$ cat src/include/mbpt_defs.vh
// Purpose: Constants for the match based pulse width timer
// Assumes: Byte addresses on a 32-bit Wishbone bus
// Notes: Definitions only
`ifndef MBPT_DEFS_VH
`define MBPT_DEFS_VH
`define MBPT_NUM_MATCH 7
`define MBPT_NUM_OUT 6
`define MBPT_A_FLAGS 8'h00
`define MBPT_A_CTRL 8'h04
`define MBPT_A_COUNT 8'h08
`define MBPT_A_PRESCALE 8'h0C
`define MBPT_A_PRECOUNT 8'h10
`define MBPT_A_MACTION 8'h14
`define MBPT_A_MATCH0 8'h18
`define MBPT_A_MATCH6 8'h30
`define MBPT_A_SOURCE 8'h34
`define MBPT_A_OUTCFG 8'h38
`define MBPT_A_RELEASE 8'h3C
`define MBPT_CTRL_EN 0
`define MBPT_CTRL_RST 1
`define MBPT_CTRL_PWM 3
`define MBPT_CTRL_RESET 4'h0
`define MBPT_MACT_INT 0
`define MBPT_MACT_RST 1
`define MBPT_MACT_STOP 2
`define MBPT_SRC_TIMER 2'h0
`define MBPT_SRC_RISE 2'h1
`define MBPT_SRC_FALL 2'h2
`define MBPT_SRC_BOTH 2'h3
`define MBPT_OCFG_DBL_LO 2
`define MBPT_OCFG_ENA_LO 9
`define MBPT_ZERO32 32'h0000_0000
`endif

$ cat src/hw/mbpt_top.v
// Purpose: Timer/counter with prescaler, seven matches and pulse outputs
// Assumes: Classic Wishbone slave, one clock, async high reset
// Notes: Matches act on the tick that moves the counter off the value
// How it works
// - The counter advances on prescaled clocks or on capture pin edges.
// - Seven match registers serve up to six single or five double outputs.
// - The cycle period match restarts the counter from zero.
// - A single-edge output rises on the period match, falls on its own.
// - Single-edge outputs rise each cycle unless set to stay low.
// - A double-edge output is set and cleared by two independent matches.
// - Each output uses one or two match registers and the shared period.
// - Each match may continue, stop or reset, optionally flagging an event.
// - In pulse mode, match values take effect only after release, at a cycle start.
// - Period and width are any whole number of counts.
// - With pulse mode off the block is a plain 32-bit timer.
// - The block runs from the one clock input, clk, that also times the bus.
`timescale 1ns/1ps
`include "mbpt_defs.vh"
module mbpt_top (
  clk,
  rst,
  wb_cyc_i,
  wb_stb_i,
  wb_we_i,
  wb_adr_i,
  wb_sel_i,
  wb_dat_i,
  wb_dat_o,
  wb_ack_o,
  cap_in,
  pwm_out,
  irq
);
  input wire clk;
  input wire rst;
  input wire wb_cyc_i;
  input wire wb_stb_i;
  input wire wb_we_i;
  input wire [7:0] wb_adr_i;
  input wire [3:0] wb_sel_i;
  input wire [31:0] wb_dat_i;
  output wire [31:0] wb_dat_o;
  output wire wb_ack_o;
  input wire [1:0] cap_in;
  output wire [6:1] pwm_out;
  output wire irq;

  reg ack_q;
  reg [31:0] rdat_q;
  reg [31:0] rdat_d;
  reg [6:0] flag_q;
  reg [3:0] ctrl_q;
  reg [31:0] tc_q;
  reg [31:0] pr_q;
  reg [31:0] pc_q;
  reg [20:0] mact_q;
  reg [3:0] src_q;
  reg [14:0] ocfg_q;
  reg [6:0] rel_q;
  reg [6:1] pwm_q;
  reg irq_q;
  reg [31:0] mr_q [0:6];
  reg [31:0] sh_q [0:6];

  wire req;
  wire wr;
  wire [1:0] rise;
  wire [1:0] fall;
  wire [6:0] match;
  wire [6:0] hit_rst;
  wire [6:0] hit_stop;
  wire [6:0] hit_int;
  wire [6:0] mr_wr;
  wire cap_rise;
  wire cap_fall;
  wire src_ev;
  wire run;
  wire tick;
  wire pwm_en;
  wire cycle_start;
  wire [31:0] mact_new;
  wire [31:0] ocfg_new;
  wire [7:0] moff;

  // Byte lane merge for partial writes
  function [31:0] merge;
    input [31:0] old;
    input [31:0] nw;
    input [3:0] sel;
    integer b;
    begin
      merge = old;
      for (b = 0; b < 4; b = b + 1) begin
        if (sel[b]) begin
          merge[8*b +: 8] = nw[8*b +: 8];
        end
      end
    end
  endfunction

  assign req = wb_cyc_i & wb_stb_i;
  // Write lands on the edge where the master sees ack
  assign wr = req & wb_we_i & ack_q;
  assign wb_ack_o = ack_q;
  assign wb_dat_o = rdat_q;
  assign pwm_out = pwm_q;
  assign irq = irq_q;
  assign mact_new = merge({11'h000, mact_q}, wb_dat_i, wb_sel_i);
  assign ocfg_new = merge({17'h0_0000, ocfg_q}, wb_dat_i, wb_sel_i);
  assign moff = wb_adr_i - `MBPT_A_MATCH0;

  genvar g;
  generate
    for (g = 0; g < 2; g = g + 1) begin : g_cap
      mbpt_edge_sync u_sync (
        .clk(clk),
        .rst(rst),
        .pin(cap_in[g]),
        .rise(rise[g]),
        .fall(fall[g])
      );
    end
  endgenerate

  assign cap_rise = rise[src_q[2]];
  assign cap_fall = fall[src_q[2]];
  // Count source: every clock, or chosen edges of a capture pin
  assign src_ev = (src_q[1:0] == `MBPT_SRC_TIMER) ? 1'b1 :
    (src_q[1:0] == `MBPT_SRC_RISE) ? cap_rise :
    (src_q[1:0] == `MBPT_SRC_FALL) ? cap_fall :
    (cap_rise | cap_fall);
  assign run = ctrl_q[`MBPT_CTRL_EN] & ~ctrl_q[`MBPT_CTRL_RST];
  assign tick = run & src_ev & (pc_q == pr_q);
  assign pwm_en = ctrl_q[`MBPT_CTRL_PWM];

  generate
    for (g = 0; g < `MBPT_NUM_MATCH; g = g + 1) begin : g_match
      localparam integer MOFS = 4 * g;
      // Any 32-bit value is a legal match point
      assign match[g] = tick & (tc_q == mr_q[g]);
      assign hit_rst[g] = match[g] & mact_q[3*g + `MBPT_MACT_RST];
      assign hit_stop[g] = match[g] & mact_q[3*g + `MBPT_MACT_STOP];
      assign hit_int[g] = match[g] & mact_q[3*g + `MBPT_MACT_INT];
      assign mr_wr[g] = wr &
        (wb_adr_i == `MBPT_A_MATCH0 + MOFS[7:0]);
    end
  endgenerate

  // Start of a pulse cycle: the period match while pulse mode runs
  assign cycle_start = pwm_en & match[0];

  generate
    for (g = 0; g < `MBPT_NUM_MATCH; g = g + 1) begin : g_mreg
      // Shadow takes writes; active copy moves on release, or on the write itself with pulse mode off
      always @(posedge clk or posedge rst) begin
        if (rst) begin
          sh_q[g] <= `MBPT_ZERO32;
          mr_q[g] <= `MBPT_ZERO32;
        end else begin
          if (mr_wr[g]) begin
            sh_q[g] <= merge(sh_q[g], wb_dat_i, wb_sel_i);
          end
          if (!pwm_en) begin
            if (mr_wr[g]) begin
              mr_q[g] <= merge(sh_q[g], wb_dat_i, wb_sel_i);
            end
          end else if (cycle_start & rel_q[g]) begin
            mr_q[g] <= sh_q[g];
          end
        end
      end
    end
  endgenerate

  // Release bits clear once consumed; a new write wins
  always @(posedge clk or posedge rst) begin
    if (rst) begin
      rel_q <= 7'h00;
    end else if (wr & (wb_adr_i == `MBPT_A_RELEASE) & wb_sel_i[0]) begin
      rel_q <= (cycle_start ? 7'h00 : rel_q) | wb_dat_i[6:0];
    end else if (cycle_start) begin
      rel_q <= 7'h00;
    end
  end

  // Prescaler and counter
  always @(posedge clk or posedge rst) begin
    if (rst) begin
      pc_q <= `MBPT_ZERO32;
      tc_q <= `MBPT_ZERO32;
    end else if (ctrl_q[`MBPT_CTRL_RST]) begin
      pc_q <= `MBPT_ZERO32;
      tc_q <= `MBPT_ZERO32;
    end else begin
      if (wr & (wb_adr_i == `MBPT_A_COUNT)) begin
        tc_q <= merge(tc_q, wb_dat_i, wb_sel_i);
      end else if (tick) begin
        if (|hit_rst) begin
          tc_q <= `MBPT_ZERO32;
        end else if (!(|hit_stop)) begin
          tc_q <= tc_q + 32'h0000_0001;
        end
      end
      if (run & src_ev) begin
        pc_q <= tick ? `MBPT_ZERO32 : pc_q + 32'h0000_0001;
      end
    end
  end

  // Control, prescale limit, actions, source and output setup
  always @(posedge clk or posedge rst) begin
    if (rst) begin
      ctrl_q <= `MBPT_CTRL_RESET;
      pr_q <= `MBPT_ZERO32;
      mact_q <= 21'h00_0000;
      src_q <= 4'h0;
      ocfg_q <= 15'h0000;
    end else begin
      if (wr & (wb_adr_i == `MBPT_A_CTRL) & wb_sel_i[0]) begin
        ctrl_q <= wb_dat_i[3:0];
      end else if (|hit_stop) begin
        ctrl_q[`MBPT_CTRL_EN] <= 1'b0;
      end
      if (wr & (wb_adr_i == `MBPT_A_PRESCALE)) begin
        pr_q <= merge(pr_q, wb_dat_i, wb_sel_i);
      end
      if (wr & (wb_adr_i == `MBPT_A_MACTION)) begin
        mact_q <= mact_new[20:0];
      end
      if (wr & (wb_adr_i == `MBPT_A_SOURCE) & wb_sel_i[0]) begin
        src_q <= wb_dat_i[3:0];
      end
      if (wr & (wb_adr_i == `MBPT_A_OUTCFG)) begin
        ocfg_q <= ocfg_new[14:0];
      end
    end
  end

  // Event flags: hardware set wins over a write-one clear
  always @(posedge clk or posedge rst) begin
    if (rst) begin
      flag_q <= 7'h00;
      irq_q <= 1'b0;
    end else begin
      if (wr & (wb_adr_i == `MBPT_A_FLAGS) & wb_sel_i[0]) begin
        flag_q <= (flag_q & ~wb_dat_i[6:0]) | hit_int;
      end else begin
        flag_q <= flag_q | hit_int;
      end
      irq_q <= |flag_q;
    end
  end

  // Pulse outputs; output 1 is always single edge
  generate
    for (g = 1; g <= `MBPT_NUM_OUT; g = g + 1) begin : g_out
      wire dbl;
      wire set_ev;
      wire clr_ev;
      if (g == 1) begin : g_single
        assign dbl = 1'b0;
      end else begin : g_sel
        assign dbl = ocfg_q[`MBPT_OCFG_DBL_LO + g - 2];
      end
      // Single: set at period match; double: set by previous match
      assign set_ev = dbl ? match[g-1] : match[0];
      assign clr_ev = match[g];
      always @(posedge clk or posedge rst) begin
        if (rst) begin
          pwm_q[g] <= 1'b0;
        end else if (!pwm_en | !ocfg_q[`MBPT_OCFG_ENA_LO + g - 1]) begin
          pwm_q[g] <= 1'b0;
        end else if (clr_ev) begin
          // Clear beats set: an edge match equal to the period match stays low
          pwm_q[g] <= 1'b0;
        end else if (set_ev) begin
          pwm_q[g] <= 1'b1;
        end
      end
    end
  endgenerate

  // Register read mux
  always @* begin
    rdat_d = `MBPT_ZERO32;
    case (wb_adr_i)
      `MBPT_A_FLAGS: rdat_d = {25'h000_0000, flag_q};
      `MBPT_A_CTRL: rdat_d = {28'h000_0000, ctrl_q};
      `MBPT_A_COUNT: rdat_d = tc_q;
      `MBPT_A_PRESCALE: rdat_d = pr_q;
      `MBPT_A_PRECOUNT: rdat_d = pc_q;
      `MBPT_A_MACTION: rdat_d = {11'h000, mact_q};
      `MBPT_A_SOURCE: rdat_d = {28'h000_0000, src_q};
      `MBPT_A_OUTCFG: rdat_d = {17'h0_0000, ocfg_q};
      `MBPT_A_RELEASE: rdat_d = {25'h000_0000, rel_q};
      default: begin
        if (wb_adr_i >= `MBPT_A_MATCH0 && wb_adr_i <= `MBPT_A_MATCH6
            && wb_adr_i[1:0] == 2'h0) begin
          rdat_d = sh_q[moff[4:2]];
        end
      end
    endcase
  end

  // One-cycle ack for every address, unmapped ones read zero
  always @(posedge clk or posedge rst) begin
    if (rst) begin
      ack_q <= 1'b0;
      rdat_q <= `MBPT_ZERO32;
    end else begin
      ack_q <= req & ~ack_q;
      if (req & ~ack_q) begin
        rdat_q <= rdat_d;
      end
    end
  end
endmodule // mbpt_top

$ cat src/hw/mbpt_edge_sync.v
// Purpose: Synchronise one capture pin and report its edges
// Assumes: Pin is asynchronous to clk
// Notes: Edge pulses come in the same cycle as the synchronised level moves
`timescale 1ns/1ps
module mbpt_edge_sync (
  clk,
  rst,
  pin,
  rise,
  fall
);
  input wire clk;
  input wire rst;
  input wire pin;
  output wire rise;
  output wire fall;
  reg meta_q;
  reg sync_q;
  reg last_q;
  // First stage is read by the second stage only
  always @(posedge clk or posedge rst) begin
    if (rst) begin
      meta_q <= 1'b0;
      sync_q <= 1'b0;
      last_q <= 1'b0;
    end else begin
      meta_q <= pin;
      sync_q <= meta_q;
      last_q <= sync_q;
    end
  end
  assign rise = sync_q & ~last_q;
  assign fall = ~sync_q & last_q;
endmodule // mbpt_edge_sync

$ cat config.mk
export PLATFORM = sky130hd
export DESIGN_NAME = mbpt_top
export DESIGN_NICKNAME = d
export VERILOG_FILES = /design/src/hw/mbpt_top.v /design/src/hw/mbpt_edge_sync.v
export VERILOG_INCLUDE_DIRS = /design/src /design/src/include
export SDC_FILE = /design/constraint.sdc
export NUM_CORES = 2
export LEC_CHECK = 0
export ABC_AREA = 1
export BUFFER_PORTS_ARGS = -buffer_cell sky130_fd_sc_hd__buf_2
export CAP_MARGIN = 0
export CORE_ASPECT_RATIO = 1.75
export CORE_MARGIN = 4
export CORE_UTILIZATION = 57
export DETAILED_ROUTE_END_ITERATION = 8
export PLACE_DENSITY = 0.77
export SYNTH_ARGS = -nofsm -noshare
export SYNTH_HDL_FRONTEND = slang
export SYNTH_SLANG_ARGS = --single-unit
$ cat constraint.sdc
create_clock -name clk -period 19.55 [get_ports clk]
set_input_delay 1.955 -clock clk [delete_from_list [all_inputs] [get_ports clk]]
set_output_delay 1.955 -clock clk [all_outputs]
set_load 0.05 [all_outputs]
## Word level (Yosys, flattened, before mapping)

Index checks and enable logic that the tools add are counted.

- Register bits after elaboration: 648
- Logic and storage cells: 329
- Output and inout port bits: 40

- Order comparisons: 4
- Reduce and logical (&&, ||, !) cells: 51
- Bitwise gates (word level): 85
- Multiplexer cells: 101
- $add $sub $neg: 3
- Equality and inequality tests: 37

Operator list:

| operator | count |
|---|---|
| $mux 32 | 32 |
| $pmux 32 s9 | 1 |
| $eq 32x32->1 | 8 |
| $mux 8 | 32 |
| $bmux 32 s3 | 1 |
| $and 1x1->1 | 66 |
| $add 32x1->32 const B | 2 |
| $eq 8x6->1 const B | 8 |
| $eq 8x5->1 const B | 4 |
| $mux 1 | 32 |
| $reduce_and 2->1 | 16 |
| $mux 7 | 3 |
| $or 7x7->7 | 3 |
| $reduce_bool 3->1 | 7 |
| $reduce_or 7->1 | 3 |
| $reduce_bool 2->1 | 9 |
| $eq 8x4->1 const B | 2 |
| $ne 2x1->1 const B | 7 |
| $ne 3x3->1 const B | 4 |
| $reduce_and 3->1 | 4 |
| $eq 8x3->1 const B | 1 |
| $ge 8x5->1 const B | 1 |
| $le 8x6->1 const B | 1 |
| $logic_not 8->1 | 1 |
| other kinds (14) | 33 |

## Depth between registers and ports, before layout

- Word-level depth: 18
- Mapped depth: 19

## Modules after synthesis

A second synthesis with hierarchy kept.

- Cell total of the unflattened synthesis: 5,135
- Area, all modules: 36,959.2 um^2

Modules (own cells, without submodules):

| module | area each (um^2) | cells an instance | times used |
|---|---|---|---|
| mbpt_top | 36,771.5 | 5,119 | 1 |
| mbpt_edge_sync | 93.8 | 8 | 2 |

## Worst setup path before layout

No wires, ideal clock.

- Path kind: input to register
- Start point: input wb_adr_i[3]
- End point: register rdat_q[3] (netlist: wb_dat_o[3])
- Stages: 12
- Path slack: 15.871 ns
- Data required time: 19.484 ns
- Library setup time: 0.066 ns
- Arrival: 3.613 ns
- Cells stage by stage: buf_2 -> inv_2 -> ha_1 -> nand3_1 -> nor3_1 -> a21oi_1 -> nor3_1 -> clkbuf_1 -> nand2_1 -> a211oi_1 -> o21ai_0 -> nand2_1

- Cells in the longest elaborated chain, start to end: 7
- Elaborated cells on any way between the ends: 20
- Those cells by class: add/sub: 1; order compare: 2; eq/ne: 8; mux: 5; bitwise: 1; reduce/logical: 3

Ends and longest elaborated chain:

| item | line | RTL |
|---|---|---|
| from (decl) | mbpt_top.v:39 | `input wire [7:0] wb_adr_i;` |
| $sub 5x5->5 (no line) | - |  |
| $not 3->4 (not written as such) | mbpt_top.v:299 | `rdat_d = sh_q[moff[4:2]];` |
| $bmux 32 s3 | mbpt_top.v:299 |  |
| $mux 32 (not written as such) (2 in series) | mbpt_top.v:299 |  |
| $mux 32 | mbpt_top.v:297 | `` if (wb_adr_i >= `MBPT_A_MATCH0 && wb_adr_i <= `MBPT_A_MATCH6 `` |
| $pmux 32 s9 (*) | mbpt_top.v:286 | `case (wb_adr_i)` |
| to (signal assigned) | mbpt_top.v:309 | `` rdat_q <= `MBPT_ZERO32; `` |
| to (signal assigned) | mbpt_top.v:313 | `rdat_q <= rdat_d;` |
| to (decl) | mbpt_top.v:49 | `reg [31:0] rdat_q;` |

Mark *: on every way between the ends. The rest lies on a longest branch, timed or not. The select of a mux whose other input is x is not followed.
A chain may end at the register's enable or synchronous reset.

## Worst setup path after layout

- Start point: input wb_adr_i[3]
- End point: register rdat_q[0] (netlist: wb_dat_o[0])

Same word-level chain as after synthesis.

==> summary.txt <==
Synth
  • Mapped Avg Cell Area: 7.60 um^2
  • Synthesis-stage register bit count: 648
  • Async S/R FF share, synth: 100%
  • Count leader, synth: nand2_1
  • Post-synth top area share: 45.8%
  • Post-synth top flop: dfrtp_1
  • Synth cell count leaders: nand2_1, o21ai_0, dfrtp_1, inv_1, a21oi_1
  • YS warnings: 0
  • Top post-synthesis cells by area: dfrtp_1, nand2_1, o21ai_0, a21oi_1, xnor2_1
  • Yosys cell types: 54
  • Netlist area before placement: around 35000 um^2
  • Yosys top cell by area: dfrtp_1
  • Synth Instances: between 4000 and 5000
  • Syn Nets: 4709
  • Number of flops mapped to enable cells by yosys: 0
  • Sequential fraction of the synthesis area: about 46%

Detailed routing
  • Iter 0 DRT Violations: 4234
  • Routed len/inst: 24.1 um
  • Via-per-instance ratio: 6.24
  • Routed Wire Length: about 130000 um
  • Post-route ant nets: 0
  • Drt pass-1 iters: 6
  • Drt drc: 0
  • Via total after detailed routing: approximately 34000

Worst setup path
  • Crit-path cells: buf_2, inv_2, nor2_2, inv_2, nor2_1, inv_1, nor2_1, buf_4, inv_1, nand3_1, nor4_4, inv_2, a211oi_1, o21ai_0, nand2_1
  • Required @ worst endpoint: around 20000 ps
  • Crit Reg-Reg Endpoint: mr_q[28]$_DFFE_PP0P_
  • Worst path bufs/invs: 7
  • Largest fanout on the critical path: 35
  • Critical path endpoint category: flip-flop
  • Worst stage delay on the critical path: between 900 and 1000 ps
  • Slowest stage cell, crit path: nor4_4
  • Critical path launch point type: primary input
  • CP most frequent cell: inv_2
  • Reg-to-reg slack, setup: 14870 ps
  • Setup Crit Path Kind: in -> reg
  • CP delay by family, top: buffers and inverters
  • Crit path launch: wb_adr_i[3]
  • WP data arrival: 6020 ps
  • Worst r2r src: tc_q[29]$_DFFE_PP0P_
  • Worst reg2reg path depth: 15

Final layout
  • Layout cells sized above 1: 7.04%
  • Fin area: 38100 um^2
  • ANT cells: 0
  • Fin cells: 5422
  • Final core occ: 62.1%
  • Area growth, synth to finish: 7.66%
  • Fin nets: 4634

GRT
  • Met3 GRT Util: 6.37%
  • Total grt overflow: 0
  • Largest net degree at the start of global routing: 172
  • First-pass GRT wire length: just under 200000 um
  • Met1 Track Usage GR: 46.9%
  • GRT met2 Usage: about 63%
  • Most Crowded Layer GR: met2
  • Gr usage total: 38.6%
  • Vias in the first global route: ~32000
  • Initial antenna violation count: 1

Pwr
  • P per Cell Area: 74.5 nW/um^2
  • Lkg Pwr: roughly 18 nW
  • Power Total: 2.84 mW
  • Maximum VDD drop: roughly 0.07 mV

Worst hold path
  • Hold WC Path Type: reg -> reg
  • Hold depth: 0
  • Worst hold endpoint: g_cap[0].u_sync.sync_q$_DFF_PP0_
  • Hold Path Origin: g_cap[0].u_sync.meta_q$_DFF_PP0_

STA
  • Final worst setup slack: about 14000 ps
  • Max-slew headroom at the worst pin: approximately 17%
  • Worst Skew: between 15 and 20 ps
  • Hold_ws: 357 ps
  • Slew Limit Fails: 0
  • Tcrit/Tclk final: 27.9%
  • Fin crit period: 5450 ps
  • RSZ-0062 raised after global routing: false
  • Setup violators final: 0
  • Worst Tran Pin Value: 1230 ps
  • Fmax: 184 MHz
  • Final TNS setup: 0 ps
  • Hold Fails Final Rpt: 0

Place
  • PortBufs: 90
  • Dpl cells: 5312
  • Placed inst area: 36000 um^2
  • Pre-CTS setup slack: 13570 ps
  • DP HPWL: 90100 um
  • Gpl congestion: 1.04

Clock network
  • Post_cts resized: 0
  • CTS tree: built
  • Worst-case clock buffer depth: 3
  • Clk root buf: clkbuf_16
  • H-tree depth: 2
  • CTS Hold Buffers Added: 0
  • Post CTS Setup Buffer Count: 0
  • Clk sinks: about 650
  • Clock Pin Slew Worst Setup and Hold Paths: 70 ps
  • Clock Latency Late Sink: 650 ps
  • Num CTS Buffers: 59

Die
  • Std cell rows: 120
  • Die height: approximately 340 um
  • Full die area: between 60000 and 70000 um^2
  • Initial Util: between 50% and 60%
  • Total core area: between 60000 and 70000 um^2
  • Io pins: 91
  • Die X: 196 um

Status
  • Outcome: finished clean

Flow run
  • Max_cap viols: 0
## sequential cells by signal (all words and copies together) (netlist names)
signal               cells
wb_dat_o                32
pr_q                    32
tc_q                    32
pc_q                    32
irq                      1
g_cap.u_sync.sync_q      2
g_cap.u_sync.meta_q      2
mr_q                   224
flag_q                   7
ctrl_q                   4
ocfg_q                  15
rel_q                    7
src_q                    4
g_cap.u_sync.last_q      2
mact_q                  21
pwm_out                  6
sh_q                   224
wb_ack_o                 1
## worst reg2reg max path, cell delays in order, from the launching register on
cell      delay, ps
dfrtp_1         910
inv_1           540
nand2_1         170
nand4_1         100
nor2_1          110
nand2_1         100
nor2_1          460
nand2_1         260
nor2_4          230
inv_2           160
nor2_4          190
nand2_1         170
o21ai_4          90
buf_4           590
o211ai_1        310
o21a_1          170
## logic make-up after synthesis
kind of cell | share of synthesized area (%)
mux | 0.350
buf+inv | 6.70
xor+xnor | 4.87
fa+ha+maj | 0.106
compound gates | 20.3
flops | 45.8
simple gates | 21.9
## metal layers
| layer | up-vias | share of wire, % |
|---|---|---|
| met5 | - | 0.010 |
| met4 | 2 | 8.8 |
| met3 | 509 | 9.1 |
| met2 | 1952 | 47 |
| met1 | 16000 | 35 |
| li1 | 15352 | - |
## placed cells by master, fill, tap and decap left out, types with 43 or more instances in the layout
cell type / n
nand3_1: 90
buf_4: 52
dfrtp_1: 647
nand2_1: 1418
nor3_1: 43
xor2_1: 74
o22ai_1: 65
inv_1: 262
o21ai_1: 94
nand4_1: 69
a21oi_1: 266
o21ai_0: 743
nor2_1: 215
xnor2_1: 121
clkbuf_16: 59
buf_2: 90
o211ai_1: 60
## where the power goes
group	internal, mW	switching (mW)
Combinational	0.0440	0.171
Clock	0.712	0.552
Sequential	1.35	0.00924
## how the worst max path moves through the flow
stage                         endpoint  slack (ps)  cells after the start
2_1_floorplan    ctrl_q[0]$_DFFE_PP0P_        8740                      1
3_3_place_gp     sh_q[151]$_DFFE_PP0P_       13740                      6
3_5_place_dp   wb_dat_o[0]$_DFFE_PP0P_       13570                     15
4_1_cts        wb_dat_o[0]$_DFFE_PP0P_       14220                     15
5_1_grt        wb_dat_o[0]$_DFFE_PP0P_       13940                     15
6_report       wb_dat_o[0]$_DFFE_PP0P_       14100                     15
## layout make-up
| type | count | area [um^2] |
|---|---|---|
| Clock inverter | 28 | 370 |
| Sequential cell | 648 | 16200 |
| Tap cell | 793 | 992 |
| Multi-Input combinational cell | 3436 | 16800 |
| Inverter | 291 | 1110 |
| Fill cell | 5552 | 23300 |
| Timing Repair Buffer | 144 | 881 |
| Clock buffer | 82 | 1690 |
Note: power is estimated with default switching activity, not from simulation.
